--- src/sleep_wakeup_pkg.sv ---
package sleep_wakeup_pkg;
    // ------------------------------------------------------------
    // Widths and reset values
    // ------------------------------------------------------------
    localparam int PC_W = 11;
    localparam logic [7:0] WAKE_MASK_RST = 8'hff;
    localparam logic [7:0] WAKE_EDGE_RST = 8'hff;
    localparam logic [PC_W-1:0] PC_RESET_VEC = 11'h7ff;
    localparam logic [PC_W-1:0] PC_IRQ_VEC = 11'h000;
    localparam logic [7:0] CNT_MAX = 8'hff;
    // ------------------------------------------------------------
    // Status register field positions
    // ------------------------------------------------------------
    localparam int ST_PD_BIT = 3;
    localparam int ST_TO_BIT = 4;
    localparam int ST_PAGE_LO = 5;
    // ------------------------------------------------------------
    // Mode select codes for port-register moves on Port B
    // ------------------------------------------------------------
    localparam logic [3:0] MODE_PENDING = 4'h9;
    localparam logic [3:0] MODE_EDGE = 4'ha;
    localparam logic [3:0] MODE_MASK = 4'hb;
    localparam logic [3:0] MODE_DIR = 4'hf;
    localparam logic [7:0] DIR_RST = 8'hff;

    typedef enum logic [1:0] {
        RUN,
        ASLEEP,
        IN_IRQ
    } core_state_t;
endpackage

--- src/sleep_wakeup_interrupt_unit.sv ---
`timescale 1ns/100ps
// Contract
// - Sleep instruction stops all but watchdog
// - Sleep with watchdog: clear counter, set flags
// - Wake on watchdog, enabled edge, reset pin
// - Enable mask bits active low, any combination
// - Edge select one falling, zero rising
// - Reset loads ones into mask and edge
// - Selected edge latches sticky pending bit
// - Wakeup sends program counter to top address
// - Pending bits not initialised on reset (code clears them to zero)
// - Port B pending move swaps with accumulator
// - Counter wrap raises gated internal interrupt
// - Port B pins are edge interrupt sources
// - Acknowledged interrupt blocks others until return
// - Entry saves pc, pointer, status, accumulator
// - Clear page bits after status saved
// - Interrupt stack separate from call stack
// - Interrupt vector is address zero
// - No priority, interrupts handled one at a time
// - Edge during service sets pending, no trigger
// - Return restores shadows; variant adds to counter
module sleep_wakeup_interrupt_unit
    import sleep_wakeup_pkg::*;
#(
    parameter int PINS = 8
) (
    // Clock and reset
    input wire logic core_clk,
    input wire logic rst_b,
    // Port B pins and external reset pin level
    input wire logic [PINS-1:0] port_b_data,
    input wire logic external_reset_pin,
    // Core instruction strobes
    input wire logic sleep_exec,
    input wire logic return_from_irq,
    input wire logic return_irq_add_acc,
    input wire logic port_move,
    input wire logic port_is_b,
    input wire logic [3:0] mode_sel,
    input wire logic irq_enable_opt,
    // Core state to save and restore
    input wire logic [PC_W-1:0] pc_in,
    input wire logic [7:0] fsr_in,
    input wire logic [7:0] status_in,
    input wire logic [7:0] acc_in,
    input wire logic [7:0] realtime_counter,
    input wire logic counter_tick,
    // Watchdog
    input wire logic watchdog_enable,
    input wire logic watchdog_overflow,
    output logic watchdog_clear,
    // Core controls
    output logic pc_load,
    output logic [PC_W-1:0] pc_out,
    output logic state_load,
    output logic [7:0] fsr_out,
    output logic [7:0] status_out,
    output logic [7:0] acc_out,
    output logic counter_load,
    output logic [7:0] counter_out,
    output logic core_halt,
    output logic irq_active,
    // Port B register view
    output logic [PINS-1:0] wake_enable_mask,
    output logic [PINS-1:0] wake_edge_select,
    output logic [PINS-1:0] wake_pending_bits,
    output logic [PINS-1:0] port_b_dir
);
    // ------------------------------------------------------------
    // State
    // ------------------------------------------------------------
    typedef struct packed {
        core_state_t st;
        // Synchronisers and edge history
        logic [PINS-1:0] s1;
        logic [PINS-1:0] s2;
        logic [PINS-1:0] prev;
        logic mclr1;
        logic mclr2;
        // Port B control registers
        logic [PINS-1:0] mask;
        logic [PINS-1:0] edge_sel;
        logic [PINS-1:0] pend;
        logic [PINS-1:0] dir;
        // Interrupt stack and shadows
        logic [PC_W-1:0] pc_stack;
        logic [7:0] fsr_sh;
        logic [7:0] st_sh;
        logic [7:0] acc_sh;
        // Wrap detector history
        logic [7:0] cnt_prev;
        // Registered core controls
        logic halt;
        logic busy;
        logic wd_clr;
        logic pc_ld;
        logic [PC_W-1:0] pc_v;
        logic st_ld;
        logic [7:0] fsr_v;
        logic [7:0] status_v;
        logic [7:0] acc_v;
        logic cnt_ld;
        logic [7:0] cnt_v;
    } regs_t;

    regs_t q;
    regs_t d;
    logic [PINS-1:0] edge_hit;
    logic ext_irq;
    logic int_irq;

    // ------------------------------------------------------------
    // Edge detection
    // ------------------------------------------------------------
    // Only s2 and prev feed the detector; s1 stays a pure synchroniser.
    genvar g;
    generate
        for (g = 0; g < PINS; g++) begin : g_edge
            // Falling when select bit set, rising when clear
            assign edge_hit[g] = q.edge_sel[g] ? (q.prev[g] & ~q.s2[g])
                                               : (~q.prev[g] & q.s2[g]);
        end
    endgenerate

    // ------------------------------------------------------------
    // Trigger sources
    // ------------------------------------------------------------
    // Active-low mask enables each pin independently
    assign ext_irq = |(edge_hit & ~q.mask);
    assign int_irq = irq_enable_opt &&
                     counter_tick &&
                     q.cnt_prev == CNT_MAX &&
                     realtime_counter == 8'h00;

    // ------------------------------------------------------------
    // Next state
    // ------------------------------------------------------------
    always_comb begin
        // --------------------------------------------------------
        // Defaults
        // --------------------------------------------------------
        // Pulses last one cycle unless set again below
        d = q;
        d.s1 = port_b_data;
        d.s2 = q.s1;
        d.prev = q.s2;
        d.mclr1 = external_reset_pin;
        d.mclr2 = q.mclr1;
        d.cnt_prev = realtime_counter;
        d.wd_clr = 1'b0;
        d.pc_ld = 1'b0;
        d.st_ld = 1'b0;
        d.cnt_ld = 1'b0;

        // --------------------------------------------------------
        // Port B register moves
        // --------------------------------------------------------
        // Software write of Port B control registers via mode code
        if (port_move && port_is_b) begin
            case (mode_sel)
                MODE_PENDING: begin
                    d.pend = acc_in;
                    d.acc_v = q.pend;
                    d.fsr_v = fsr_in;
                    d.status_v = status_in;
                    d.st_ld = 1'b1;
                end
                MODE_EDGE: begin
                    d.edge_sel = acc_in;
                end
                MODE_MASK: begin
                    d.mask = acc_in;
                end
                MODE_DIR: begin
                    d.dir = acc_in;
                end
                default: begin
                    // Unknown codes leave every register alone
                    d.dir = q.dir;
                end
            endcase
        end

        // --------------------------------------------------------
        // Pending capture
        // --------------------------------------------------------
        // Edge sets win over a software clear in the same cycle
        d.pend = d.pend | edge_hit;

        // --------------------------------------------------------
        // Sequencer
        // --------------------------------------------------------
        // Sleep outranks a trigger arriving in the same cycle
        case (q.st)
            RUN: begin
                if (sleep_exec) begin
                    d.st = ASLEEP;
                    if (watchdog_enable) begin
                        d.wd_clr = 1'b1;
                        d.status_v = status_in;
                        d.status_v[ST_TO_BIT] = 1'b1;
                        d.status_v[ST_PD_BIT] = 1'b0;
                        d.fsr_v = fsr_in;
                        d.acc_v = acc_in;
                        d.st_ld = 1'b1;
                    end
                end else if (ext_irq || int_irq) begin
                    // One shared entry path: no source outranks another
                    d.st = IN_IRQ;
                    // Shadows hold the values of the code being left
                    d.pc_stack = pc_in;
                    d.fsr_sh = fsr_in;
                    d.st_sh = status_in;
                    d.acc_sh = acc_in;
                    d.status_v = status_in;
                    d.status_v[ST_PAGE_LO+:3] = 3'b000;
                    d.fsr_v = fsr_in;
                    d.acc_v = acc_in;
                    d.st_ld = 1'b1;
                    d.pc_v = PC_IRQ_VEC;
                    d.pc_ld = 1'b1;
                end
            end

            ASLEEP: begin
                if (watchdog_overflow || ext_irq || q.mclr2) begin
                    d.st = RUN;
                    d.pc_v = PC_RESET_VEC;
                    d.pc_ld = 1'b1;
                end
            end

            IN_IRQ: begin
                // Edges here only update pending; no new entry
                if (return_from_irq || return_irq_add_acc) begin
                    d.st = RUN;
                    d.pc_v = q.pc_stack;
                    d.pc_ld = 1'b1;
                    d.fsr_v = q.fsr_sh;
                    d.status_v = q.st_sh;
                    d.acc_v = q.acc_sh;
                    d.st_ld = 1'b1;
                    // Sum wraps in eight bits like the counter itself
                    if (return_irq_add_acc) begin
                        d.cnt_v = realtime_counter + q.acc_sh;
                        d.cnt_ld = 1'b1;
                    end
                end
            end

            default: d.st = RUN;
        endcase

        // --------------------------------------------------------
        // Registered state views
        // --------------------------------------------------------
        // Decoding here keeps both outputs glitch free at the core
        d.halt = (d.st == ASLEEP);
        d.busy = (d.st == IN_IRQ);
    end

    // ------------------------------------------------------------
    // Registers
    // ------------------------------------------------------------
    // Pending bits are cleared for a repeatable start;
    // software must still clear them before enabling
    always_ff @(posedge core_clk or negedge rst_b) begin
        if (!rst_b) begin
            q <= '0;
            q.mask <= WAKE_MASK_RST;
            q.edge_sel <= WAKE_EDGE_RST;
            q.dir <= DIR_RST;
            q.pend <= '0;
        end else begin
            q <= d;
        end
    end

    // ------------------------------------------------------------
    // Outputs
    // ------------------------------------------------------------
    assign watchdog_clear = q.wd_clr;
    assign pc_load = q.pc_ld;
    assign pc_out = q.pc_v;
    assign state_load = q.st_ld;
    assign fsr_out = q.fsr_v;
    assign status_out = q.status_v;
    assign acc_out = q.acc_v;
    assign counter_load = q.cnt_ld;
    assign counter_out = q.cnt_v;
    // State views come from their own flops, not a decode
    assign core_halt = q.halt;
    assign irq_active = q.busy;
    assign wake_enable_mask = q.mask;
    assign wake_edge_select = q.edge_sel;
    assign wake_pending_bits = q.pend;
    assign port_b_dir = q.dir;
endmodule

--- config.mk ---
export PLATFORM = sky130hd
export DESIGN_NAME = sleep_wakeup_interrupt_unit
export DESIGN_NICKNAME = d
export VERILOG_FILES = /design/src/sleep_wakeup_pkg.sv /design/src/sleep_wakeup_interrupt_unit.sv
export SDC_FILE = /design/constraint.sdc
export NUM_CORES = 1
export LEC_CHECK = 0
export BUFFER_PORTS_ARGS = -buffer_cell sky130_fd_sc_hd__clkbuf_2
export CAP_MARGIN = 10
export CELL_PAD_IN_SITES_DETAIL_PLACEMENT = 0
export CELL_PAD_IN_SITES_GLOBAL_PLACEMENT = 1
export CORE_ASPECT_RATIO = 1.25
export CORE_MARGIN = 4
export CORE_UTILIZATION = 44
export CTS_BUF_LIST = sky130_fd_sc_hd__clkbuf_4 sky130_fd_sc_hd__clkbuf_8
export CTS_CLUSTER_SIZE = 28
export DETAILED_ROUTE_END_ITERATION = 8
export GPL_ROUTABILITY_DRIVEN = 0
export PLACE_DENSITY = 0.92
export SYNTH_ARGS = -nofsm -noshare
export SYNTH_HDL_FRONTEND = slang
export SYNTH_SLANG_ARGS = --single-unit
--- constraint.sdc ---
create_clock -name core_clk -period 2.9 [get_ports core_clk]
set_clock_uncertainty 0.2 [all_clocks]
set_input_delay 0.58 -clock core_clk [delete_from_list [all_inputs] [get_ports core_clk]]
set_output_delay 0.58 -clock core_clk [all_outputs]
set_load 0.005 [all_outputs]
After elaboration in Yosys (flattened, before gate mapping)
Cells that the tools add are included.

operators by class
  add/sub/neg operators = 1
  equal/unequal tests = 13
  muxes and demuxes = 31
  bitwise operators = 36
  reduce and logical (&&, ||, !) cells = 18

operator list
  cell                count
  $mux 25             4
  $pmux 25 s2         1
  $mux 46             1
  $mux 37             1
  $pmux 12 s3         1
  $mux 12             2
  $mux 9              2
  $not 1->1           17
  $and 1x1->1         16
  $eq 4x4->1 const B  4
  $mux 16             1
  $mux 8              2
  $mux 1              11
  $add 8x8->8         1
  $and 8x8->8         1
  $eq 8x8->1 const B  1
  $logic_not 8->1     1
  $mux 2              4
  $ne 2x2->1 const B  4
  $not 8->8           1
  $or 8x8->8          1
  $reduce_or 8->1     1
  $pmux 2 s3          1
  $reduce_and 2->1    3
  other kinds (8)     17

word-level totals
  bits in registers = 152
  output and inout bits = 81
  logic and storage cells = 125

Longest topological paths before layout
Gate-level depths: netlist of the first run.

  depth in word-level cells = 10
  depth in mapped cells = 9
  gate-level depth less buffers = 9

Least setup slack after synthesis of the first run
Ideal clock, no wire load.

  path type = input to register
  from = input port realtime_counter[1]
  to = register q[64] (netlist bit)
  arrival = 2329 ps
  data required time = 2572 ps
  setup slack = 243 ps
  cell stages on the path = 6
  cells stage by stage = nand4b_1 -> or4_1 -> or2_1 -> a211oi_2 -> buf_4 -> mux2_1

between the ends
  cells in the longest elaborated chain, start to end = 4

ends and longest elaborated chain
  element                     RTL line                            text
  start, declared             sleep_wakeup_interrupt_unit.sv:47   input wire logic [7:0] realtime_counter,
  $logic_not 8->1             sleep_wakeup_interrupt_unit.sv:134  realtime_counter == 8'h00;
  $logic_and 1x1->1           sleep_wakeup_interrupt_unit.sv:133  q.cnt_prev == CNT_MAX &&
  $logic_or 1x1->1            sleep_wakeup_interrupt_unit.sv:208  end else if (ext_irq || int_irq) begin
  $reduce_and 3->1 (no line)  -
  end, declared               sleep_wakeup_interrupt_unit.sv:107  regs_t q;

No other way between the ends.
A chain may end at the register's enable or synchronous reset.

Worst setup path in the final report of the first run
  from = register q (netlist bit wake_edge_select[7])
  to = register q[90] (netlist bit)

between the ends
  cells in the longest elaborated chain, start to end = 5

ends and longest elaborated chain
  element                     RTL line                            text
  $mux 1                      sleep_wakeup_interrupt_unit.sv:121  assign edge_hit[g] = q.edge_sel[g] ? (q.prev[g] & ~q.s2[g])
  $and 8x8->8                 sleep_wakeup_interrupt_unit.sv:130  assign ext_irq = |(edge_hit & ~q.mask);
  $reduce_or 8->1             sleep_wakeup_interrupt_unit.sv:130
  $logic_or 1x1->1            sleep_wakeup_interrupt_unit.sv:208
  $reduce_and 3->1 (no line)  -

No other way between the ends.

==> results.py, run 1 <==
metrics = {
    "sta": {
        "setup_viol": 0,
        "rsz0062_at_grt": "no",
        "hold_violations": 0,
        "worst_slew_pin_slew_ps": 578,
        "finalMaxSlewViolations": 0,
        "timing.final.crit_share_pct": 94.9,
        "holdWs_ps": 37.3,
        "relSlewSlack_pct": 61.5,
        "period_needed_ps": 2750,
        "fmax_ghz": 0.364,
    },
    "logic_synthesis": {
        "synth_top_family_by_area": "compound AO/OA/AOI/OAI gates",
        "synth_cells": 652,
        "ys.flop_type": "dfrtp_1",
        "avgSynthCellArea_um2": 11.1,
        "ys_warn_count": 0,
        "synth_fa_ha_area_share_pct": 1.49,
        "synthMuxAreaShare_pct": 9.48,
        "synth-xor-area-share_pct": 0.608,
        "netlist_area_um2": 7210,
        "synthSimpleGateAreaFrac_pct": 12.2,
        "ys_seq_area_share_pct": 53.2,
        "synth-async-reset-ratio_pct": 100,
        "synth-compound-area-share_pct": 12.4,
        "synth-seq-cells": 152,
        "synth_edf_count": 0,
        "synth.distinct_cells": 56,
        "synth_fp_nets": 727,
    },
    "routing": {
        "vias_per_cell": 5.22,
        "drtAntennaViolNets": 0,
        "vias": 5167,
        "dr.pass1.iters": 5,
        "drc": 0,
        "drt_iter0_drc": 313,
        "wl_per_cell_um": 17.3,
        "wl_um": 17100,
    },
    "run": {
        "drv_cap": 0,
    },
    "place": {
        "dp.final_hpwl_um": 12800,
        "port_buffers": 147,
    },
    "critical_path": {
        "cp-start-kind": "register",
        "arrival_ps": 2880,
        "path_max_fanout": 14,
        "critPathCaptureType": "register",
        "critical_path_class": "register to register",
        "crit_required_ps": 3030,
        "ff2ff_path_depth": 9,
    },
    "floorplanning": {
        "io_pins": 148,
        "initial_core_util_pct": 44.7,
        "die_w_um": 122,
        "die_area_um2": 18500,
        "core_area_um2": 16100,
        "die_h_um": 151,
        "fp-row-count": 52,
    },
    "grt": {
        "antenna_found_initial": 0,
        "grt.overflow.total": 0,
        "grt_pass1_wl_um": 27300,
        "first_global_vias": 5213,
        "grt_max_degree": 63,
        "grt_util_all_layers_pct": 19.3,
    },
    "cells_and_area": {
        "num_antenna_cells": 0,
        "nFillCells": 1508,
        "final_nets": 835,
        "layout-drive-gt1-share_pct": 35.8,
        "post-route-util_pct": 52.1,
        "multi_input_area_um2": 2660,
        "seqCellArea_um2": 3830,
        "syn_to_final_growth_pct": 16.7,
    },
    "clock_network": {
        "clock_latency_ps": 450,
        "cts.sinks": 152,
        "cts_max_level": 4,
        "cts_inserted_buffers": 17,
        "clkTransAtPathRegs_ps": 70,
        "clk_root_buffer_cell": "clkbuf_8",
        "cts_tree": "built",
        "clockBufferDepth": 2,
    },
    "power": {
        "seqPwrFrac_pct": 45.5,
        "powerDensity_nw_per_um2": 844,
        "p_sw_mw": 2.22,
        "clkPwrFrac_pct": 25.5,
        "p_leak_nw": 3.83,
        "swShare_pct": 31.2,
        "worst_ir_drop_vdd_mv": 0.423,
        "power_frac_comb_pct": 29.0,
        "intPower_mw": 4.88,
    },
    "run_status": {
        "outcome": "complete, no violations",
    },
    "hold_path": {
        "timing.hold.worst.class": "input pin to register",
        "min_path_cells": 1,
    },
}
per-stage QoR:
step | setup WS [ps] | area [µm²] | instances | total power [mW] | setup TNS (ps)
after floorplan | 243 | 7210 | 652 | 4.81 | 0
after global placement | -63.0 | 7880 | 952 | 5.26 | -1140
after detailed placement | -74.1 | 7880 | 952 | 5.34 | -1410
after CTS | 12.4 | 8390 | 989 | 7.17 | 0
after global routing | 16.7 | 8410 | 989 | 7.56 | 0
final | 149 | 8410 | 989 | 7.10 | 0
metal layers:
metal / GRT usage, % / share of wire [%] / vias up
li1: - / - / 2445
met1: 24.3 / 42 / 2545
met2: 32.7 / 51 / 155
met3: 4.59 / 6.1 / 22
met4: 6.72 / 1.6 / 0
met5: 0 / 0 / -
kinds of logic (layout without fill, tap and decap cells):
family / after synthesis / after routing
AOI/OAI and AO/OA: 122 / 122
xor gates and xnor gates: 5 / 5
adders and majority gates: 8 / 8
buffers and inverters: 121 / 242
DFF: 152 / 152
muxes: 63 / 63
and+or+nand+nor: 181 / 181
layout make-up:
class                      count  share of cell area, %
timing repair buffer         192                   13.4
multi-input combinational    379                   31.6
clock buffer                  24                   3.70
clock inverter                 8                   1.71
tap                          216                   3.21
sequential                   152                   45.6
inverter                      18                  0.803
power by group through the flow:
stage | sequential, mW | clock (mW) | combinational [mW]
final | 3.23 | 1.81 | 2.06
after global routing | 3.31 | 1.95 | 2.31
after CTS | 3.23 | 1.86 | 2.08
after detailed placement | 3.26 | 0 | 2.07
after global placement | 3.24 | 0 | 2.02
after floorplan | 3.10 | 0 | 1.71
final timing paths:
kind	from	to	slack (ps)
min in group asynchronous	rst_b	pc_out[4]	490
max reg2reg	wake_edge_select[7]	q[90]	150
min	port_b_data[4]	d[138]	40
min reg2reg	d[135]	d[127]	150
max in group asynchronous	rst_b	port_b_dir[4]	1270
max	wake_edge_select[7]	q[90]	150
cells in the mapped netlist (4+ instances only):
cell type / number / area share, %
buf_2: 6 / 0.42
nand3b_1: 6 / 0.62
dfrtp_1: 128 / 44
clkbuf_1: 15 / 0.78
buf_4: 77 / 8.0
nor3_1: 17 / 1.2
inv_1: 18 / 0.94
o221ai_1: 8 / 0.97
o2111ai_1: 7 / 0.85
a21o_1: 4 / 0.42
dfstp_2: 24 / 8.7
mux2_2: 15 / 2.3
o21ai_0: 41 / 2.8
o211ai_1: 18 / 1.9
nor4b_1: 5 / 0.61
mux2i_1: 21 / 2.9
a21oi_1: 11 / 0.76
nor4bb_1: 4 / 0.56
a311o_1: 11 / 1.5
nand2_1: 101 / 5.3
ha_1: 7 / 1.2
nor2_1: 16 / 0.83
mux2_1: 27 / 4.2
or3b_2: 5 / 0.61
nor2b_1: 4 / 0.35
flip-flops by register name (all words and copies together) (netlist names):
| signal | count |
|---|---|
| wake_pending_bits | 8 |
| irq_active | 1 |
| counter_load | 1 |
| pc_out | 11 |
| acc_out | 8 |
| pc_load | 1 |
| fsr_out | 8 |
| wake_enable_mask | 8 |
| watchdog_clear | 1 |
| status_out | 8 |
| d | 17 |
| core_halt | 1 |
| counter_out | 8 |
| state_load | 1 |
| port_b_dir | 8 |
| wake_edge_select | 8 |
| q | 54 |
layout by cell type, fill, tap and decap left out, types with 18 or more instances in the layout:
cell type,instances
clkbuf_2,146
buf_4,37
clkbuf_8,21
mux2_1,27
o21ai_0,41
dfstp_2,24
nand2_1,101
o211ai_1,18
inv_1,18
dfrtp_1,128
mux2i_1,21
critical path: stages (launching register included):
cell and delay, ps:
dfstp_2 570, nor4bb_1 390, nor4_2 120, buf_4 150, o2111ai_2 100, buf_4 170
nor2_1 80, a211oi_4 250, buf_4 250, mux2_1 340
repair_timing:
item / CTS / global route
gates resized for setup: 0 / 5
hold buffers: 5 / 0
buffers inserted: 0 / 0
setup endpoints to repair: 0 / 55
hold endpoints to repair: 61 / 0
No activity file was read; power rests on OpenSTA's default activity.
==> inputs of run 2 (changes only) <==
--- a/config.mk
+++ b/config.mk
@@ -10,9 +10,10 @@
 export CELL_PAD_IN_SITES_DETAIL_PLACEMENT = 0
 export CELL_PAD_IN_SITES_GLOBAL_PLACEMENT = 1
 export CORE_ASPECT_RATIO = 1.25
-export CORE_MARGIN = 4
+export CORE_MARGIN = 1.5
 export CORE_UTILIZATION = 44
 export CTS_BUF_LIST = sky130_fd_sc_hd__clkbuf_4 sky130_fd_sc_hd__clkbuf_8
+export CTS_CLUSTER_DIAMETER = 60
 export CTS_CLUSTER_SIZE = 28
 export DETAILED_ROUTE_END_ITERATION = 8
 export GPL_ROUTABILITY_DRIVEN = 0
==> constraint.sdc (replaced) <==
create_clock -name core_clk -period 3 [get_ports core_clk]
set_clock_uncertainty 0.2 [all_clocks]
set_input_delay 0.6 -clock core_clk [delete_from_list [all_inputs] [get_ports core_clk]]
set_output_delay 0.6 -clock core_clk [all_outputs]
set_load 0.005 [all_outputs]
==> results.py, run 2 (synthesis gave the netlist of run 1 again) <==
metrics = {
    "cells_and_area": {
        "num_antenna_cells": 0,
        "layout_common_cells": "clkbuf_2 (146), dfrtp_1 (128), nand2_1 (101), o21ai_0 (41)",
        "largest_register_ffs": 54,
        "largest-register": "q",
        "final_common_cell": "clkbuf_2",
        "syn_to_final_growth_pct": 14.4,
        "final_nets": 822,
        "post-route-util_pct": 51.1,
        "layout-drive-gt1-share_pct": 34.7,
        "postLayoutCellArea_um2": 8240,
    },
    "critical_path": {
        "reg2reg_from": "wake_enable_mask[6]",
        "critPathSlowestCell": "dfstp_2",
        "critPathCaptureType": "register",
        "path_cells": "nor4bb_1 > nor4_2 > buf_4 > o2111ai_1 > or2_1 > o211ai_4 > buf_12 > mux2_1",
        "arrival_ps": 2920,
        "cpPeakStageDelay_ps": 570,
        "cp-start-kind": "register",
        "crit_start": "wake_enable_mask[6]",
        "path_max_fanout": 18,
        "critical_path_class": "register to register",
        "crit_required_ps": 3130,
    },
    "routing": {
        "vias": 5157,
        "dr.pass1.iters": 4,
        "vias_per_cell": 5.28,
        "drtAntennaViolNets": 0,
        "drt_iter0_drc": 390,
        "drc": 0,
        "wl_per_cell_um": 17.2,
        "wl_um": 16800,
    },
    "hold_path": {
        "timing.hold.worst.class": "input pin to register",
        "min_from": "port_b_data[2]",
    },
    "grt": {
        "grt.overflow.total": 0,
        "antenna_found_initial": 0,
        "grt_max_degree": 58,
        "grt_util_all_layers_pct": 20.3,
        "grt_pass1_wl_um": 27000,
        "first_global_vias": 5067,
    },
    "place": {
        "dp.final_hpwl_um": 12500,
        "placed_cell_area_um2": 7830,
        "pre_cts_ws_ps": 11.9,
        "port_buffers": 147,
    },
    "sta": {
        "holdWs_ps": 37.7,
        "timing.final.ws_setup_ps": 209,
        "rsz0062_at_grt": "no",
        "fmax_ghz": 0.358,
        "hold_violations": 0,
        "finalSetupTns_ps": 0,
        "setup_viol": 0,
        "period_needed_ps": 2790,
        "finalMaxSlewViolations": 0,
        "worst_slew_pin_slew_ps": 542,
        "timing.final.crit_share_pct": 93.0,
        "relSlewSlack_pct": 63.9,
    },
    "clock_network": {
        "clock_latency_ps": 460,
        "cts.sinks": 152,
        "clk_root_buffer_cell": "clkbuf_8",
        "cts_max_level": 4,
        "clockBufferDepth": 2,
        "cts_tree": "built",
        "cts_setup_buffers": 0,
        "cts_inserted_buffers": 17,
        "clkTransAtPathRegs_ps": 90,
    },
    "floorplanning": {
        "die_area_um2": 17200,
        "fp-row-count": 52,
        "die_h_um": 146,
        "initial_core_util_pct": 44.7,
        "die_w_um": 117,
        "core_area_um2": 16100,
        "io_pins": 148,
    },
    "run_status": {
        "outcome": "complete, no violations",
    },
    "power": {
        "powerDensity_nw_per_um2": 808,
        "worst_ir_drop_vdd_mv": 0.280,
        "p_leak_nw": 3.73,
    },
    "run": {
        "drv_cap": 0,
    },
}
-- run 2: critical path, delay by kind of cell, from the launching register on --
family / cells / cell delay, ps
AOI/OAI and AO/OA: 2 / 400
buffers and inverters: 2 / 360
and+or+nand+nor: 3 / 780
muxes: 1 / 350
DFF: 1 / 570
-- run 2: area by class of cell --
class,instances,area [µm²]
fill,1547,7890
sequential,152,3830
multi-input combinational,379,2640
timing repair buffer,179,1030
clock buffer,21,277
tap,216,270
clock inverter,11,125
inverter,18,67.6
-- run 2: path summary, 6_finish.rpt --
path / end / slack (ps) / cells after the start
setup / recovery: q[77] / 210 / 8
hold / removal: d[136] / 40 / 1
setup reg to reg: q[77] / 210 / 8
hold reg to reg: q[124] / 150 / 0
max in group asynchronous: wake_edge_select[3] / 1360 / 3
min in group asynchronous: q[85] / 470 / 2
-- run 2: metrics by stage --
step	power (mW)	cells
final	6.66	976
after detailed placement	5.14	943
after global routing	7.09	976
after global placement	5.07	943
after floorplan	4.65	652
after CTS	6.73	976
-- run 2: power breakdown --
part / leakage, nW / internal (mW) / total (mW) / switching, mW
logic: 1.77 / 0.981 / 1.95 / 0.974
clock network: 0.203 / 0.801 / 1.58 / 0.778
registers: 1.75 / 2.70 / 3.12 / 0.424
total: 3.73 / 4.48 / 6.66 / 2.18
-- run 2: what timing repair did --
| action | in CTS | in global routing |
|---|---|---|
| setup endpoints to repair | 0 | 24 |
| endpoints found under the hold margin | 48 | 0 |
| gates resized for setup | 0 | 1 |
| hold buffers | 1 | 0 |
-- run 2: routing by layer --
metal | GRT usage, % | part of all wire, % | wire (µm) | up-vias
li1 | - | - | - | 2419
met1 | 26.4 | 42 | 7110 | 2559
met2 | 33.9 | 51 | 8560 | 155
met3 | 4.26 | 4.9 | 827 | 24
met4 | 7.13 | 1.9 | 321 | 0
met5 | 0 | 0 | 0 | -
==> inputs of run 3 (changes only) <==
--- a/config.mk
+++ b/config.mk
@@ -18,6 +18,7 @@
 export DETAILED_ROUTE_END_ITERATION = 8
 export GPL_ROUTABILITY_DRIVEN = 0
 export PLACE_DENSITY = 0.92
+export RECOVER_POWER = 50
 export SYNTH_ARGS = -nofsm -noshare
 export SYNTH_HDL_FRONTEND = slang
 export SYNTH_SLANG_ARGS = --single-unit
==> results.py, run 3 (synthesis gave the netlist of run 1 again) <==
metrics = {
    "power": {
        "worst_ir_drop_vdd_mv": 0.281,
        "p_leak_nw": 3.69,
        "swShare_pct": 32.6,
        "powerDensity_nw_per_um2": 809,
        "intPower_mw": 4.48,
        "seqPwrFrac_pct": 47.0,
        "clkPwrFrac_pct": 23.6,
        "p_sw_mw": 2.17,
        "power_frac_comb_pct": 29.3,
    },
    "run": {
        "drv_cap": 0,
    },
    "floorplanning": {
        "die_h_um": 146,
        "die_w_um": 117,
        "core_area_um2": 16100,
        "initial_core_util_pct": 44.7,
        "fp-row-count": 52,
        "io_pins": 148,
        "die_area_um2": 17200,
    },
    "routing": {
        "drc": 0,
        "wl_per_cell_um": 17.2,
        "drtAntennaViolNets": 0,
        "dr.pass1.iters": 4,
        "vias": 5153,
        "drt_iter0_drc": 373,
        "wl_um": 16800,
        "vias_per_cell": 5.28,
    },
    "clock_network": {
        "cts_tree": "built",
        "clk_root_buffer_cell": "clkbuf_8",
        "cts.sinks": 152,
        "clock_latency_ps": 450,
        "cts_max_level": 4,
        "cts_inserted_buffers": 17,
        "clockBufferDepth": 2,
        "clkTransAtPathRegs_ps": 90,
    },
    "sta": {
        "finalSetupTns_ps": 0,
        "fmax_ghz": 0.358,
        "period_needed_ps": 2790,
        "setup_viol": 0,
        "timing.final.crit_share_pct": 93.0,
        "finalMaxSlewViolations": 0,
        "worst_slew_pin_slew_ps": 1460,
        "rsz0062_at_grt": "no",
        "relSlewSlack_pct": 2.82,
        "holdWs_ps": 50.2,
        "timing.final.ws_setup_ps": 209,
        "hold_violations": 0,
    },
    "critical_path": {
        "crit_required_ps": 3120,
        "arrival_ps": 2910,
        "path_max_fanout": 18,
        "critical_path_class": "register to register",
        "critPathCaptureType": "register",
        "cp-start-kind": "register",
    },
    "cells_and_area": {
        "layout-drive-gt1-share_pct": 33.2,
        "num_antenna_cells": 0,
        "final_nets": 822,
        "largest-register": "q",
        "final_common_cell": "clkbuf_2",
        "final_cells": 976,
        "syn_to_final_growth_pct": 13.9,
        "layout_common_cells": "clkbuf_2 (141), dfrtp_1 (128), nand2_1 (101), o21ai_0 (41), mux2_1 (27)",
        "postLayoutCellArea_um2": 8210,
        "largest_register_ffs": 54,
    },
    "grt": {
        "first_global_vias": 5067,
        "grt_util_all_layers_pct": 20.3,
        "grt_pass1_wl_um": 27000,
        "grt_max_degree": 58,
        "grt.overflow.total": 0,
        "antenna_found_initial": 0,
    },
    "place": {
        "pre_cts_ws_ps": 11.9,
        "placed_cell_area_um2": 7830,
        "port_buffers": 147,
        "dp_cells": 943,
        "dp.final_hpwl_um": 12500,
    },
    "hold_path": {
        "timing.hold.worst.class": "input pin to register",
    },
    "run_status": {
        "outcome": "complete, no violations",
    },
}
==> run 3: power by group through the flow <==
stage,Combinational (mW),Sequential [mW],Clock (mW)
2_1_floorplan,1.66,3.00,0
3_3_place_gp,1.93,3.14,0
3_5_place_dp,1.98,3.16,0
4_1_cts,1.99,3.12,1.62
5_1_grt,2.18,3.20,1.70
6_report,1.95,3.12,1.57
==> run 3: layer usage <==
metal | up-vias | track usage (%) | wire [µm]
met5 | - | 0 | 0
met4 | 0 | 7.13 | 206
met3 | 15 | 4.26 | 745
met2 | 154 | 33.9 | 8700
met1 | 2560 | 26.4 | 7150
li1 | 2424 | - | -
==> run 3: through the flow <==
| step | power [mW] | util (%) |
|---|---|---|
| 2_1_floorplan | 4.65 | - |
| 3_3_place_gp | 5.07 | 48.5 |
| 6_report | 6.64 | 50.9 |
| 3_5_place_dp | 5.14 | 48.5 |
| 4_1_cts | 6.73 | 51.0 |
| 5_1_grt | 7.08 | 50.9 |
==> run 3: area by class of cell <==
| type | count | area (µm²) |
|---|---|---|
| Fill cell | 1557 | 7930 |
| Sequential cell | 152 | 3830 |
| Clock buffer | 21 | 277 |
| Clock inverter | 11 | 125 |
| Timing Repair Buffer | 179 | 998 |
| Inverter | 18 | 67.6 |
| Multi-Input combinational cell | 379 | 2640 |
| Tap cell | 216 | 270 |
==> run 3: worst max-delay path, cell delays in order, from the launching register on <==
cell	delay [ps]
dfstp_2	570
nor4bb_1	70
nor4_2	330
buf_4	160
o2111ai_1	150
or2_1	380
o211ai_4	250
buf_12	190
mux2_1	350
==> run 3: final timing paths <==
| check | cells after the start | slack [ps] | end | start |
|---|---|---|---|---|
| max in group asynchronous | 3 | 470 | status_out[2] | rst_b |
| min reg2reg | 0 | 150 | d[129] | d[137] |
| min in group asynchronous | 2 | 820 | q[85] | rst_b |
| max reg2reg | 8 | 210 | q[77] | wake_enable_mask[6] |
| max | 8 | 210 | q[77] | wake_enable_mask[6] |
| min | 1 | 50 | d[136] | port_b_data[2] |
==> run 3: timing repair <==
action | CTS | global route
setup buffers | 0 | 0
setup endpoints to repair | 0 | 24
endpoints found under the hold margin | 48 | 0
hold buffers | 1 | 0
resized for setup | 0 | 1
